[src/common/key_reader_pkg.sv]
// Shared constants and types for the key reader process data and indicator logic.
package key_reader_pkg;

	localparam int unsigned CLK_HZ = 50_000_000;
	localparam int unsigned CYC_PER_MS = CLK_HZ / 1000;

	// Input image byte offsets and the single output image offset.
	localparam int unsigned IN_IMAGE_BYTES = 8;
	localparam logic [2:0] OFS_KEY_FORMAT_BYTE = 3'h0;
	localparam logic [2:0] OFS_KEY_IDENT_BYTE_ONE = 3'h1;
	localparam logic [2:0] OFS_KEY_IDENT_BYTE_TWO = 3'h2;
	localparam logic [2:0] OFS_KEY_IDENT_BYTE_THREE = 3'h3;
	localparam logic [2:0] OFS_KEY_IDENT_BYTE_FOUR = 3'h4;
	localparam logic [2:0] OFS_KEY_IDENT_BYTE_FIVE = 3'h5;
	localparam logic [2:0] OFS_KEY_IDENT_BYTE_SIX = 3'h6;
	localparam logic [2:0] OFS_KEY_CHECK_BYTE = 3'h7;
	localparam logic [2:0] OFS_INDICATOR_CONTROL_BYTE = 3'h0;

	// Indicator control values and reset value.
	localparam logic [7:0] CTRL_OWN_STATUS = 8'h00;
	localparam logic [7:0] CTRL_FORCE_RED = 8'h01;
	localparam logic [7:0] CTRL_FORCE_GREEN = 8'h02;
	localparam logic [7:0] CTRL_RESET_VALUE = 8'h00;

	// Blink timing: 5 Hz and 1 Hz periods, and the single-flash period and lit time.
	localparam int unsigned FAST_BLINK_PERIOD_MS = 200;
	localparam int unsigned SLOW_BLINK_PERIOD_MS = 1000;
	localparam int unsigned FLASH_PERIOD_MS = 1000;
	localparam int unsigned FLASH_ON_MS = 100;
	localparam int unsigned FAST_BLINK_CYCLES = CYC_PER_MS * FAST_BLINK_PERIOD_MS;
	localparam int unsigned SLOW_BLINK_CYCLES = CYC_PER_MS * SLOW_BLINK_PERIOD_MS;
	localparam int unsigned FLASH_PERIOD_CYCLES = CYC_PER_MS * FLASH_PERIOD_MS;
	localparam int unsigned FLASH_ON_CYCLES = CYC_PER_MS * FLASH_ON_MS;

	// Offset 0 occupies the low byte, offset 7 the high byte.
	typedef struct packed {
		logic [7:0]  check;
		logic [47:0] ident;
		logic [7:0]  format;
	} key_image_t;

	typedef struct packed {
		logic red;
		logic green;
	} led_drive_t;

	localparam key_image_t IMAGE_RESET_VALUE = '0;
	localparam led_drive_t LED_RESET_VALUE = '0;

	typedef enum logic [2:0] {
		ST_IDLE      = 3'b000,
		ST_READING   = 3'b001,
		ST_READ_OK   = 3'b010,
		ST_READ_FAIL = 3'b011,
		ST_WRITING   = 3'b100,
		ST_WRITE_OK  = 3'b101
	} reader_state_t;

endpackage : key_reader_pkg

[src/design/blink_timer.sv]
// Free-running period counter that yields one blink phase for the indicator.
`timescale 1ns/1ns
module blink_timer #(
	parameter int unsigned PERIOD_CYC = 10,
	parameter int unsigned HIGH_CYC   = 5
) (
	input  wire logic ref_clk_in,
	input  wire logic rst_in,
	input  wire logic ce_in,
	output logic      phase_out
);

	localparam int unsigned CW = (PERIOD_CYC > 2) ? $clog2(PERIOD_CYC) : 1;
	localparam logic [CW-1:0] LAST = CW'(PERIOD_CYC - 1);
	localparam logic [CW-1:0] HIGH = CW'(HIGH_CYC);

	logic [CW-1:0] count_r;
	logic [CW-1:0] count_nxt;

	generate
		if (PERIOD_CYC < 2 || HIGH_CYC < 1 || HIGH_CYC >= PERIOD_CYC) begin : g_bad
			$error("blink_timer: period must exceed lit time, both nonzero");
		end
	endgenerate

	assign count_nxt = (count_r == LAST) ? '0 : count_r + 1'b1;

	always_ff @(posedge ref_clk_in or posedge rst_in) begin
		if (rst_in) begin
			count_r <= '0;
		end else if (ce_in) begin
			count_r <= count_nxt;
		end
	end

	always_ff @(posedge ref_clk_in or posedge rst_in) begin
		if (rst_in) begin
			phase_out <= 1'b0;
		end else if (ce_in) begin
			phase_out <= (count_nxt < HIGH);
		end
	end

	a_count_bound: assert property (@(posedge ref_clk_in) disable iff (rst_in)
		count_r <= LAST)
		else $error("blink counter ran past its period");

	a_count_wrap: assert property (@(posedge ref_clk_in) disable iff (rst_in)
		ce_in && count_r == LAST |=> count_r == '0)
		else $error("blink counter did not wrap at period end");

endmodule : blink_timer

[src/design/key_reader_process_data_indicator.sv]
// Process image and status indicator logic of the contact key reader fieldbus slave.
// What this block does
// - Input image is eight bytes at offsets 0-7; output image one byte.
// - Format byte at 0, six ident bytes at 1-6, check byte at 7.
// - No key or failed read drives all eight input bytes to zero.
// - Identifier reported every exchange while key stays; cleared when key leaves.
// - Output byte 0 is the front indicator control value.
// - Control value 0x01 forces steady red over the normal pattern.
// - Control value 0x02 forces steady green over the normal pattern.
// - Control values 0x00 and 0x03-0xff leave the own status pattern.
// - Forcing is ignored during a fault; the fault pattern stays shown.
// - Green single flash idle, 5 Hz reading, 1 Hz after good read.
// - Red single flash while not operational: configuration missing, bad, unfinished.
// - Red 1 Hz on read failure or contact fault without key.
// - Green/red alternating 5 Hz while writing, 1 Hz after good write.
// - Orange 5 Hz during takeover, both LEDs off during reset; orange 1 Hz on bus failure.
// - Rear bus indicator off without bus error, steady red with one.
`timescale 1ns/1ns
module key_reader_process_data_indicator
	import key_reader_pkg::*;
#(
	parameter int unsigned FAST_BLINK_CYC = FAST_BLINK_CYCLES,
	parameter int unsigned SLOW_BLINK_CYC = SLOW_BLINK_CYCLES,
	parameter int unsigned FLASH_CYC      = FLASH_PERIOD_CYCLES,
	parameter int unsigned FLASH_ON_CYC   = FLASH_ON_CYCLES
) (
	input  wire logic       ref_clk_in,
	input  wire logic       rst_in,
	input  wire logic       ce_in,
	input  wire logic       key_contact_in,
	input  wire logic       read_busy_in,
	input  wire logic       read_done_in,
	input  wire logic       read_err_in,
	input  wire key_image_t read_image_in,
	input  wire logic       write_busy_in,
	input  wire logic       write_done_in,
	input  wire logic       write_err_in,
	input  wire logic       contact_fault_in,
	input  wire logic       not_operating_in,
	input  wire logic       takeover_in,
	input  wire logic       bus_comm_fail_in,
	input  wire logic       bus_error_in,
	input  wire logic       ctrl_write_in,
	input  wire logic [7:0] ctrl_byte_in,
	input  wire logic [2:0] image_offset_in,
	output key_image_t      in_image_out,
	output logic [7:0]      image_byte_out,
	output logic [7:0]      indicator_control_out,
	output led_drive_t      status_led_out,
	output logic            bus_fault_indicator_out
);

	generate
		if (FAST_BLINK_CYC >= SLOW_BLINK_CYC || FLASH_ON_CYC >= FLASH_CYC
			|| FAST_BLINK_CYC < 2) begin : g_bad
			$error("key reader: blink timing parameters are inconsistent");
		end
	endgenerate

	logic          key_meta_r;
	logic          key_sync_r;
	reader_state_t state_r;
	reader_state_t state_nxt;
	key_image_t    image_r;
	key_image_t    image_nxt;
	logic [7:0]    ctrl_r;
	led_drive_t    led_r;
	led_drive_t    led_nxt;
	logic          fast_w;
	logic          slow_w;
	logic          flash_w;
	logic          fault_w;
	logic          image_valid_w;

	// The key sense contact is asynchronous to the system clock.
	always_ff @(posedge ref_clk_in or posedge rst_in) begin
		if (rst_in) begin
			key_meta_r <= 1'b0;
			key_sync_r <= 1'b0;
		end else if (ce_in) begin
			key_meta_r <= key_contact_in;
			key_sync_r <= key_meta_r;
		end
	end

	blink_timer #(
		.PERIOD_CYC (FAST_BLINK_CYC),
		.HIGH_CYC   (FAST_BLINK_CYC / 2)
	) u_fast (
		.ref_clk_in (ref_clk_in),
		.rst_in     (rst_in),
		.ce_in      (ce_in),
		.phase_out  (fast_w)
	);

	blink_timer #(
		.PERIOD_CYC (SLOW_BLINK_CYC),
		.HIGH_CYC   (SLOW_BLINK_CYC / 2)
	) u_slow (
		.ref_clk_in (ref_clk_in),
		.rst_in     (rst_in),
		.ce_in      (ce_in),
		.phase_out  (slow_w)
	);

	blink_timer #(
		.PERIOD_CYC (FLASH_CYC),
		.HIGH_CYC   (FLASH_ON_CYC)
	) u_flash (
		.ref_clk_in (ref_clk_in),
		.rst_in     (rst_in),
		.ce_in      (ce_in),
		.phase_out  (flash_w)
	);

	// Reader sequence. Losing the key always returns to idle, whatever the step.
	always_comb begin
		state_nxt = state_r;
		case (state_r)
			ST_IDLE: begin
				if (key_sync_r && read_busy_in) begin
					state_nxt = ST_READING;
				end
			end
			ST_READING: begin
				if (!key_sync_r) begin
					state_nxt = ST_IDLE;
				end else if (read_done_in) begin
					state_nxt = read_err_in ? ST_READ_FAIL : ST_READ_OK;
				end
			end
			ST_READ_OK: begin
				if (!key_sync_r) begin
					state_nxt = ST_IDLE;
				end else if (write_busy_in) begin
					state_nxt = ST_WRITING;
				end
			end
			ST_WRITING: begin
				if (!key_sync_r) begin
					state_nxt = ST_IDLE;
				end else if (write_done_in) begin
					state_nxt = write_err_in ? ST_READ_FAIL : ST_WRITE_OK;
				end
			end
			ST_WRITE_OK,
			ST_READ_FAIL: begin
				if (!key_sync_r) begin
					state_nxt = ST_IDLE;
				end
			end
			default: begin
				state_nxt = ST_IDLE;
			end
		endcase
	end

	always_ff @(posedge ref_clk_in or posedge rst_in) begin
		if (rst_in) begin
			state_r <= ST_IDLE;
		end else if (ce_in) begin
			state_r <= state_nxt;
		end
	end

	assign image_valid_w = (state_nxt == ST_READ_OK) || (state_nxt == ST_WRITING)
		|| (state_nxt == ST_WRITE_OK);

	always_comb begin
		image_nxt = image_r;
		if (state_r == ST_READING && state_nxt == ST_READ_OK) begin
			image_nxt = read_image_in;
		end
		if (!image_valid_w) begin
			image_nxt = IMAGE_RESET_VALUE;
		end
	end

	always_ff @(posedge ref_clk_in or posedge rst_in) begin
		if (rst_in) begin
			image_r <= IMAGE_RESET_VALUE;
		end else if (ce_in) begin
			image_r <= image_nxt;
		end
	end

	assign in_image_out = image_r;

	always_ff @(posedge ref_clk_in or posedge rst_in) begin
		if (rst_in) begin
			image_byte_out <= 8'h00;
		end else if (ce_in) begin
			case (image_offset_in)
				OFS_KEY_FORMAT_BYTE:      image_byte_out <= image_r.format;
				OFS_KEY_IDENT_BYTE_ONE:   image_byte_out <= image_r.ident[7:0];
				OFS_KEY_IDENT_BYTE_TWO:   image_byte_out <= image_r.ident[15:8];
				OFS_KEY_IDENT_BYTE_THREE: image_byte_out <= image_r.ident[23:16];
				OFS_KEY_IDENT_BYTE_FOUR:  image_byte_out <= image_r.ident[31:24];
				OFS_KEY_IDENT_BYTE_FIVE:  image_byte_out <= image_r.ident[39:32];
				OFS_KEY_IDENT_BYTE_SIX:   image_byte_out <= image_r.ident[47:40];
				OFS_KEY_CHECK_BYTE:       image_byte_out <= image_r.check;
				default:                  image_byte_out <= 8'h00;
			endcase
		end
	end

	// control byte capture
	// The last value written stays in force until the master writes another.
	always_ff @(posedge ref_clk_in or posedge rst_in) begin
		if (rst_in) begin
			ctrl_r <= CTRL_RESET_VALUE;
		end else if (ce_in && ctrl_write_in) begin
			ctrl_r <= ctrl_byte_in;
		end
	end

	assign indicator_control_out = ctrl_r;

	// A contact short only counts as a fault while no key sits on the contacts.
	assign fault_w = takeover_in || not_operating_in || bus_comm_fail_in
		|| (state_r == ST_READ_FAIL) || (contact_fault_in && !key_sync_r);

	// Pattern priority runs from the most severe condition to the quietest.
	always_comb begin
		led_nxt = LED_RESET_VALUE;
		if (takeover_in) begin
			led_nxt.red = fast_w;
			led_nxt.green = fast_w;
		end else if (not_operating_in) begin
			led_nxt.red = flash_w;
		end else if (bus_comm_fail_in) begin
			led_nxt.red = slow_w;
			led_nxt.green = slow_w;
		end else if (fault_w) begin
			led_nxt.red = slow_w;
		end else if (ctrl_r == CTRL_FORCE_RED) begin
			led_nxt.red = 1'b1;
		end else if (ctrl_r == CTRL_FORCE_GREEN) begin
			led_nxt.green = 1'b1;
		end else begin
			case (state_r)
				ST_IDLE: begin
					led_nxt.green = flash_w;
				end
				ST_READING: begin
					led_nxt.green = fast_w;
				end
				ST_READ_OK: begin
					led_nxt.green = slow_w;
				end
				ST_WRITING: begin
					led_nxt.green = fast_w;
					led_nxt.red = !fast_w;
				end
				ST_WRITE_OK: begin
					led_nxt.green = slow_w;
					led_nxt.red = !slow_w;
				end
				default: begin
					led_nxt = LED_RESET_VALUE;
				end
			endcase
		end
	end

	always_ff @(posedge ref_clk_in or posedge rst_in) begin
		if (rst_in) begin
			led_r <= LED_RESET_VALUE;
		end else if (ce_in) begin
			led_r <= led_nxt;
		end
	end

	assign status_led_out = led_r;

	always_ff @(posedge ref_clk_in or posedge rst_in) begin
		if (rst_in) begin
			bus_fault_indicator_out <= 1'b0;
		end else if (ce_in) begin
			bus_fault_indicator_out <= bus_error_in;
		end
	end

	a_absent_clears: assert property (@(posedge ref_clk_in) disable iff (rst_in)
		ce_in && !key_sync_r |=> in_image_out == IMAGE_RESET_VALUE)
		else $error("input image not cleared with key absent");

	a_fail_clears: assert property (@(posedge ref_clk_in) disable iff (rst_in)
		ce_in && state_r == ST_READ_FAIL |=> in_image_out == IMAGE_RESET_VALUE)
		else $error("input image not zero after failed read");

	a_ident_capture: assert property (@(posedge ref_clk_in) disable iff (rst_in)
		ce_in && state_r == ST_READING && key_sync_r && read_done_in && !read_err_in
		|=> in_image_out == $past(read_image_in))
		else $error("identifier not captured on good read");

	a_byte_select: assert property (@(posedge ref_clk_in) disable iff (rst_in)
		ce_in && image_offset_in == OFS_KEY_CHECK_BYTE
		|=> image_byte_out == $past(image_r.check))
		else $error("check byte not presented at its offset");

	a_ctrl_capture: assert property (@(posedge ref_clk_in) disable iff (rst_in)
		ce_in && ctrl_write_in |=> indicator_control_out == $past(ctrl_byte_in))
		else $error("control byte not captured");

	a_force_red: assert property (@(posedge ref_clk_in) disable iff (rst_in)
		ce_in && !fault_w && ctrl_r == CTRL_FORCE_RED
		|=> status_led_out.red && !status_led_out.green)
		else $error("forced red not shown");

	a_force_green: assert property (@(posedge ref_clk_in) disable iff (rst_in)
		ce_in && !fault_w && ctrl_r == CTRL_FORCE_GREEN
		|=> status_led_out.green && !status_led_out.red)
		else $error("forced green not shown");

	a_fault_blocks: assert property (@(posedge ref_clk_in) disable iff (rst_in)
		ce_in && not_operating_in && !takeover_in && ctrl_r == CTRL_FORCE_GREEN
		|=> !status_led_out.green && status_led_out.red == $past(flash_w))
		else $error("force applied during a fault");

	a_idle_flash: assert property (@(posedge ref_clk_in) disable iff (rst_in)
		ce_in && !fault_w && state_r == ST_IDLE && ctrl_r != CTRL_FORCE_RED
		&& ctrl_r != CTRL_FORCE_GREEN
		|=> status_led_out.green == $past(flash_w) && !status_led_out.red)
		else $error("idle single flash wrong");

	a_write_alt: assert property (@(posedge ref_clk_in) disable iff (rst_in)
		ce_in && !fault_w && state_r == ST_WRITING && ctrl_r == CTRL_OWN_STATUS
		|=> status_led_out.green != status_led_out.red)
		else $error("write pattern does not alternate colours");

	a_bus_light: assert property (@(posedge ref_clk_in) disable iff (rst_in)
		ce_in |=> bus_fault_indicator_out == $past(bus_error_in))
		else $error("bus indicator does not follow bus error");

	a_freeze: assert property (@(posedge ref_clk_in) disable iff (rst_in)
		!ce_in |=> $stable(state_r) && $stable(status_led_out) && $stable(image_r))
		else $error("state moved with clock enable low");

endmodule : key_reader_process_data_indicator

[config.mk]
export PLATFORM = sky130hd
export DESIGN_NAME = key_reader_process_data_indicator
export DESIGN_NICKNAME = d
export VERILOG_FILES = /design/src/common/key_reader_pkg.sv /design/src/design/blink_timer.sv /design/src/design/key_reader_process_data_indicator.sv
export SDC_FILE = /design/constraint.sdc
export NUM_CORES = 1
export LEC_CHECK = 0
export BUFFER_PORTS_ARGS = -buffer_cell sky130_fd_sc_hd__buf_2
export CAP_MARGIN = 20
export CORE_MARGIN = 2
export CORE_UTILIZATION = 40
export DETAILED_ROUTE_END_ITERATION = 10
export PLACE_DENSITY = 0.63
export SYNTH_ARGS = -nofsm -noshare
export SYNTH_HDL_FRONTEND = slang
export SYNTH_SLANG_ARGS = --single-unit
[constraint.sdc]
create_clock -name ref_clk_in -period 8.1 [get_ports ref_clk_in]
set_input_delay 0.405 -clock ref_clk_in [delete_from_list [all_inputs] [get_ports ref_clk_in]]
set_output_delay 0.405 -clock ref_clk_in [all_outputs]
set_load 0.02 [all_outputs]
* Word-level counts from Yosys, hierarchy flattened *
Cells that the tools add are included.

word-level totals
  logic and storage cells = 92
  output and inout port bits = 83
  register bits after elaboration = 167

operators by class
  order comparisons = 3
  equality and inequality tests = 21
  $add $sub $neg = 3
  reductions and logical operators = 19
  mux-type cells = 29

operators with widths
  operator                                                                        count
  64-bit two-way mux                                                              2
  8-bit case mux with 8 select lines                                              1
  26-bit by 1-bit adder with 26-bit output, second input constant                 2
  26-bit == test, second input constant                                           2
  26-bit two-way mux                                                              2
  3-bit two-way mux                                                               9
  26-bit by 23-bit less-than comparator with 1-bit output, second input constant  1
  26-bit by 25-bit less-than comparator with 1-bit output, second input constant  1
  24-bit by 1-bit adder with 24-bit output, second input constant                 1
  24-bit == test, second input constant                                           1
  3-bit == test, second input constant                                            8
  24-bit by 23-bit less-than comparator with 1-bit output, second input constant  1
  24-bit two-way mux                                                              1
  3-bit by 2-bit == test with 1-bit output, second input constant                 5
  3-bit case mux with 5 select lines                                              1
  1-bit two-way mux                                                               9
  8-bit by 1-bit == test with 1-bit output, second input constant                 1
  8-bit by 2-bit == test with 1-bit output, second input constant                 1
  3-bit by 1-bit == test with 1-bit output, second input constant                 2
  3-bit logical NOT                                                               2
  1-bit logical OR                                                                6
  2-bit OR reduction                                                              3
  1-bit logical AND                                                               4
  2-bit two-way mux                                                               2
  5 further kinds                                                                 7

* Logic depth before layout (Yosys ltp) *
  depth in word-level cells = 9
  mapped depth = 12
  mapped depth without buffers = 9

* Modules after synthesis *
From an unflattened synthesis, not the netlist that was laid out.

second synthesis, totals
  cells, all modules = 992
  area, all modules = 9,947.0 µm²

modules (own cells, without submodules)
  module                             times used  area each (µm²)  cells each
  key_reader_process_data_indicator  1           4,251.6          350
  blink_timer at u_flash             1           1,946.9          211
  blink_timer at u_slow              1           1,878.1          211
  blink_timer at u_fast              1           1,870.5          220

* Least setup slack after synthesis *
Ideal clock, no wire load.

  path type = register -> register
  from = register u_slow.count_r[0]
  to = register u_slow.phase_out
  stages on the path, launching flop included = 10
  clock period less this slack = 2.430 ns
  required time = 8.012 ns
  data arrival time = 2.342 ns
  library setup time = 0.088 ns
  setup slack = 5.670 ns
  cell sequence = dfrtp_1 -> ha_1 -> nand4_2 -> nor4_4 -> nand2_4 -> or2_4 -> or4_1 -> a21oi_1 -> o32ai_1 -> a41oi_1

on the way
  longest elaborated chain between the ends = 3
  elaborated cells between the ends (all ways) = 4
  those cells by class = 1 x add/sub; 1 x order compare; 1 x eq/ne; 1 x mux

RTL lines
  element                                                                            RTL line           text
  start, declared                                                                    blink_timer.sv:17  logic [CW-1:0] count_r;
  start signal, assigned                                                             blink_timer.sv:32  count_r <= count_nxt;
  26-bit by 1-bit adder with 26-bit output / 26-bit == test (equally long branches)  blink_timer.sv:26  assign count_nxt = (count_r == LAST) ? '0 : count_r + 1'b1;
  26-bit two-way mux (*)                                                             blink_timer.sv:26
  26-bit by 25-bit less-than comparator with 1-bit output (*)                        blink_timer.sv:40  phase_out <= (count_nxt < HIGH);
  end signal, assigned                                                               blink_timer.sv:40
  end, declared                                                                      blink_timer.sv:10  output logic phase_out

Mark *: on every way between the ends. The rest lies on a longest branch, timed or not.
A chain may end at the register's enable or synchronous reset.

* Worst setup path after layout *
  from = register state_r[2]
  to = register image_r, in the netlist in_image_out[63]

on the way
  longest elaborated chain between the ends = 8
  elaborated cells between the ends (all ways) = 25
  those cells by class = 9 x eq/ne; 10 x mux; 6 x reduce/logical

RTL lines
  element                                                                           RTL line                                                                            text
  start, declared                                                                   key_reader_process_data_indicator.sv:62                                             reader_state_t state_r;
  start signal, assigned                                                            key_reader_process_data_indicator.sv:162                                            state_r <= state_nxt;
  3-bit by 2-bit == test with 1-bit output (tied with other cells)                  key_reader_process_data_indicator.sv:119                                            case (state_r)
  2-bit OR reduction (tied with other cells)                                        key_reader_process_data_indicator.sv:119
  3-bit case mux with 5 select lines                                                key_reader_process_data_indicator.sv:119
  3-bit by 2-bit == test with 1-bit output / 3-bit == test (equally long branches)  key_reader_process_data_indicator.sv:166, key_reader_process_data_indicator.sv:171
  1-bit logical OR                                                                  key_reader_process_data_indicator.sv:166                                            assign image_valid_w = (state_nxt == ST_READ_OK) || (state_nxt == ST_WRITING)
  1-bit logical OR                                                                  key_reader_process_data_indicator.sv:167                                            || (state_nxt == ST_WRITE_OK);
  2-bit by 1-bit inequality test with 1-bit output (no source line)                 n/a
  2-bit AND reduction (no source line)                                              n/a
  end signal, assigned                                                              key_reader_process_data_indicator.sv:183                                            image_r <= image_nxt;
  end, declared                                                                     key_reader_process_data_indicator.sv:64                                             key_image_t image_r;

Several ways; a longest one is shown, not always the timed one.

==> summary.md <==
| Metric | Value |
|---|---|
| Dominant cells by area after synthesis | dfrtp_1 44%, nand2_1 8.7%, o21ai_0 7.9%, xnor2_1 4.1%, nor2_1 2.3% |
| Number of clock sinks | 167 |
| Worst vdd ir | 0.135 mV |
| Highest Clock Rate | 321 MHz |
| # setup viols final | 0 |
| EDFF count, synth | 0 |
| Worst hold slack | 168 ps |
| Final hold vios | 0 |
| Gpl congestion | 0.854 |
| Post_cts resized | 0 |
| Seq/Total Area, Yosys | 0.444 |
| Synth area leader | dfrtp_1 |
| CTS Buf Count | 17 |
| Layout Cells excl Fill | 1540 |
| Slew Limit Fails | 0 |
| Final min period | 3110 ps |
| Pleak | 4.76 nW |
| Port Buf Inserts | 173 |
| Mapped Nets | 1180 |
| Req. time, crit path | 8390 ps |
| Critical setup path kind | register to register |
| Post-Synthesis Cells | 1086 |
| Gate power share | 0.197 |
| Number of max-cap violations | 0 |
| CP startpoint kind | register |
| Reg2reg path depth | 9 |
| Via count | 8216 |
| RR Endpoint | in_image_out[63]$_DFFE_PP0P_ |
| Core area | 23300 um^2 |
| Internal | 1.58 mW |
| # rows | 56 |
| Placed Instance Area | 10400 um^2 |
| R2R Setup Slk | 4990 ps |
| Clk_skew | 16.7 ps |
| Clk pwr share | 0.351 |
| Status | finished, final reports clean |
| Fin Setup TNS | 0 ps |
| Global-route wire length before repair | 40000 um |
| Yosys cell types | 81 |
| Switch share | 0.333 |
| Number of vias per cell | 5.34 |
| Longest Clk Path Bufs | 2 |
| Unrepaired setup endpoints after global routing | no |
| Switch Pwr | 0.787 mW |
| Share of layout cells above drive strength 1 | 0.213 |
| Wire per inst | 16.0 um |
| Asr flop ratio synth | 1.00 |
| I/O pin count | 174 |
| Dpl cells | 1507 |
| Final net count | 1302 |
| Post-synthesis register bit count | 167 |
| First-iteration detailed-routing DRC count | 571 |
| Die area | 24800 um^2 |
| Routed Antenna Nets | 0 |
| Synthesis warning total | 0 |
| CTS root buf | clkbuf_16 |
| Die Y-Extent | 157 um |
| Initial core utilization | 0.405 |
| Share of power burned in registers | 0.452 |
| Synth Cell Area | 9410 um^2 |
| FF-to-FF Start | state_r[2]$_DFFE_PP0P_ |
| 1st-pass router iterations | 5 |
| Detailed Route WL | 24700 um |
| Synth top area share | 0.444 |
| Setup slack at placement | 4610 ps |
| Setup WS post-layout | 4990 ps |
| Die X | 157 um |
| Slew @ Worst Pin | 929 ps |
| Worst slew margin | 0.381 |
| Worst skew pair latency | 430 ps |
| Grt total ovfl | 0 |
| Clk pin slew, worst setup/hold paths | 80 ps |
| Hold buffers post-CTS | 0 |
| Post-synth top cells | 218 x nand2_1, 167 x dfrtp_1, 149 x o21ai_0, 58 x nor2_1, 47 x clkbuf_1 |
| DR DRC count | 0 |
| Fin area | 11000 um^2 |
| Postcts setup bufs | 0 |
| HP Class | input port to asynchronous set/reset pin |
| Vias in the first global route | 7561 |
| Crit-path max FO | 114 |
| Largest net degree at the start of global routing | 129 |
| Power density over cell area | 214 nW/um^2 |
| Critical path endpoint | in_image_out[63]$_DFFE_PP0P_ |
| Worst Path Arrival | 3400 ps |
| Crit path launch | state_r[2]$_DFFE_PP0P_ |
| Synth Flop Type | dfrtp_1 |
| H-Tree Depth | 4 |
| Hpwl dp | 17500 um |
| Syn avg cell area | 8.67 um^2 |
| Most common cell in the netlist | nand2_1 |
| Initial antenna violation count | 1 |
| Diodes inserted | 0 |
| Tot GR Track Use | 0.203 |
| Area Growth Syn to Fin | 17.2% |
| Crit. End Element | register |
| CTS tree | done |
| Period utilization | 0.384 |
area by class of cell:
cell class / count / area [um^2]
flip-flops and latches: 167 / 4180
clock buffers: 17 / 425
clock inverters: 15 / 169
inverters: 28 / 110
fillers: 2285 / 12200
multi-input cells: 811 / 4790
repair buffers: 183 / 961
well taps: 319 / 399
critical path, stage by stage (launching register included):
cell and delay [ps]:
dfrtp_1 490, nand2b_1 230, nor4b_1 230, and4b_1 270, o21ai_4 140, buf_4 550, o41ai_1 260, nand2_4 230
buf_16 320, o21ai_0 160
cell usage in the layout, fill, tap and decap left out, types with 18 or more instances in the layout:
master   count
o21ai_0    148
xnor2_1     44
dfrtp_1    167
nand4_1     24
nand3_1     35
mux2i_1     20
o31ai_1     18
inv_1       27
nand2_1    217
buf_2      173
a21oi_1     30
nor2_1      58
state kept, by name, summed over array words and instances (netlist names):
signal / flops
key_sync_r: 1
u_fast.phase_out: 1
u_flash.phase_out: 1
in_image_out: 64
u_flash.count_r: 26
u_fast.count_r: 24
u_slow.count_r: 26
u_slow.phase_out: 1
status_led_out: 2
key_meta_r: 1
indicator_control_out: 8
state_r: 3
bus_fault_indicator_out: 1
image_byte_out: 8
stage by stage:
step / total power [mW] / utilization
2_1_floorplan: 1.38 / -
3_3_place_gp: 1.54 / 0.447
3_5_place_dp: 1.55 / 0.447
4_1_cts: 2.39 / 0.473
5_1_grt: 2.49 / 0.474
6_report: 2.37 / 0.474
worst min-delay path by stage:
stage / endpoint / slack [ps] / cells after the start / from
after floorplan: u_fast.count_r[5]$_DFFE_PP0P_ / 450 / 1 / u_fast.count_r[5]$_DFFE_PP0P_
after global placement: image_byte_out[6]$_DFFE_PP0P_ / 460 / 2 / image_byte_out[6]$_DFFE_PP0P_
after detailed placement: image_byte_out[6]$_DFFE_PP0P_ / 470 / 2 / image_byte_out[6]$_DFFE_PP0P_
after CTS: indicator_control_out[7]$_DFFE_PP0P_ / 190 / 2 / ctrl_byte_in[7]
after global routing: key_meta_r$_DFFE_PP0P_ / 200 / 2 / key_contact_in
final: in_image_out[24]$_DFFE_PP0P_ / 170 / 2 / rst_in
cells by family after synthesis:
kind of cell | Yosys count | synth area share
simple gates | 447 | 0.235
compound gates | 269 | 0.171
flops | 167 | 0.444
buf+inv | 108 | 0.0502
xor+xnor | 54 | 0.0502
mux | 38 | 0.0452
fa+ha+maj | 3 | 0.00399
power by group through the flow:
stage / clock network (mW) / registers, mW / logic, mW
CTS: 0.849 / 1.07 / 0.467
global placement: 0 / 1.08 / 0.458
global route: 0.880 / 1.09 / 0.522
detailed placement: 0 / 1.08 / 0.467
floorplan: 0 / 1.10 / 0.276
finish: 0.831 / 1.07 / 0.466
layer usage:
metal	wire length, um	up-vias	track usage
met2	11500	252	0.321
met4	374	0	0.0545
met5	0	-	0
met1	11200	3861	0.274
met3	1610	26	0.0551
li1	-	4077	-
Power figures use the tool's default switching activity.
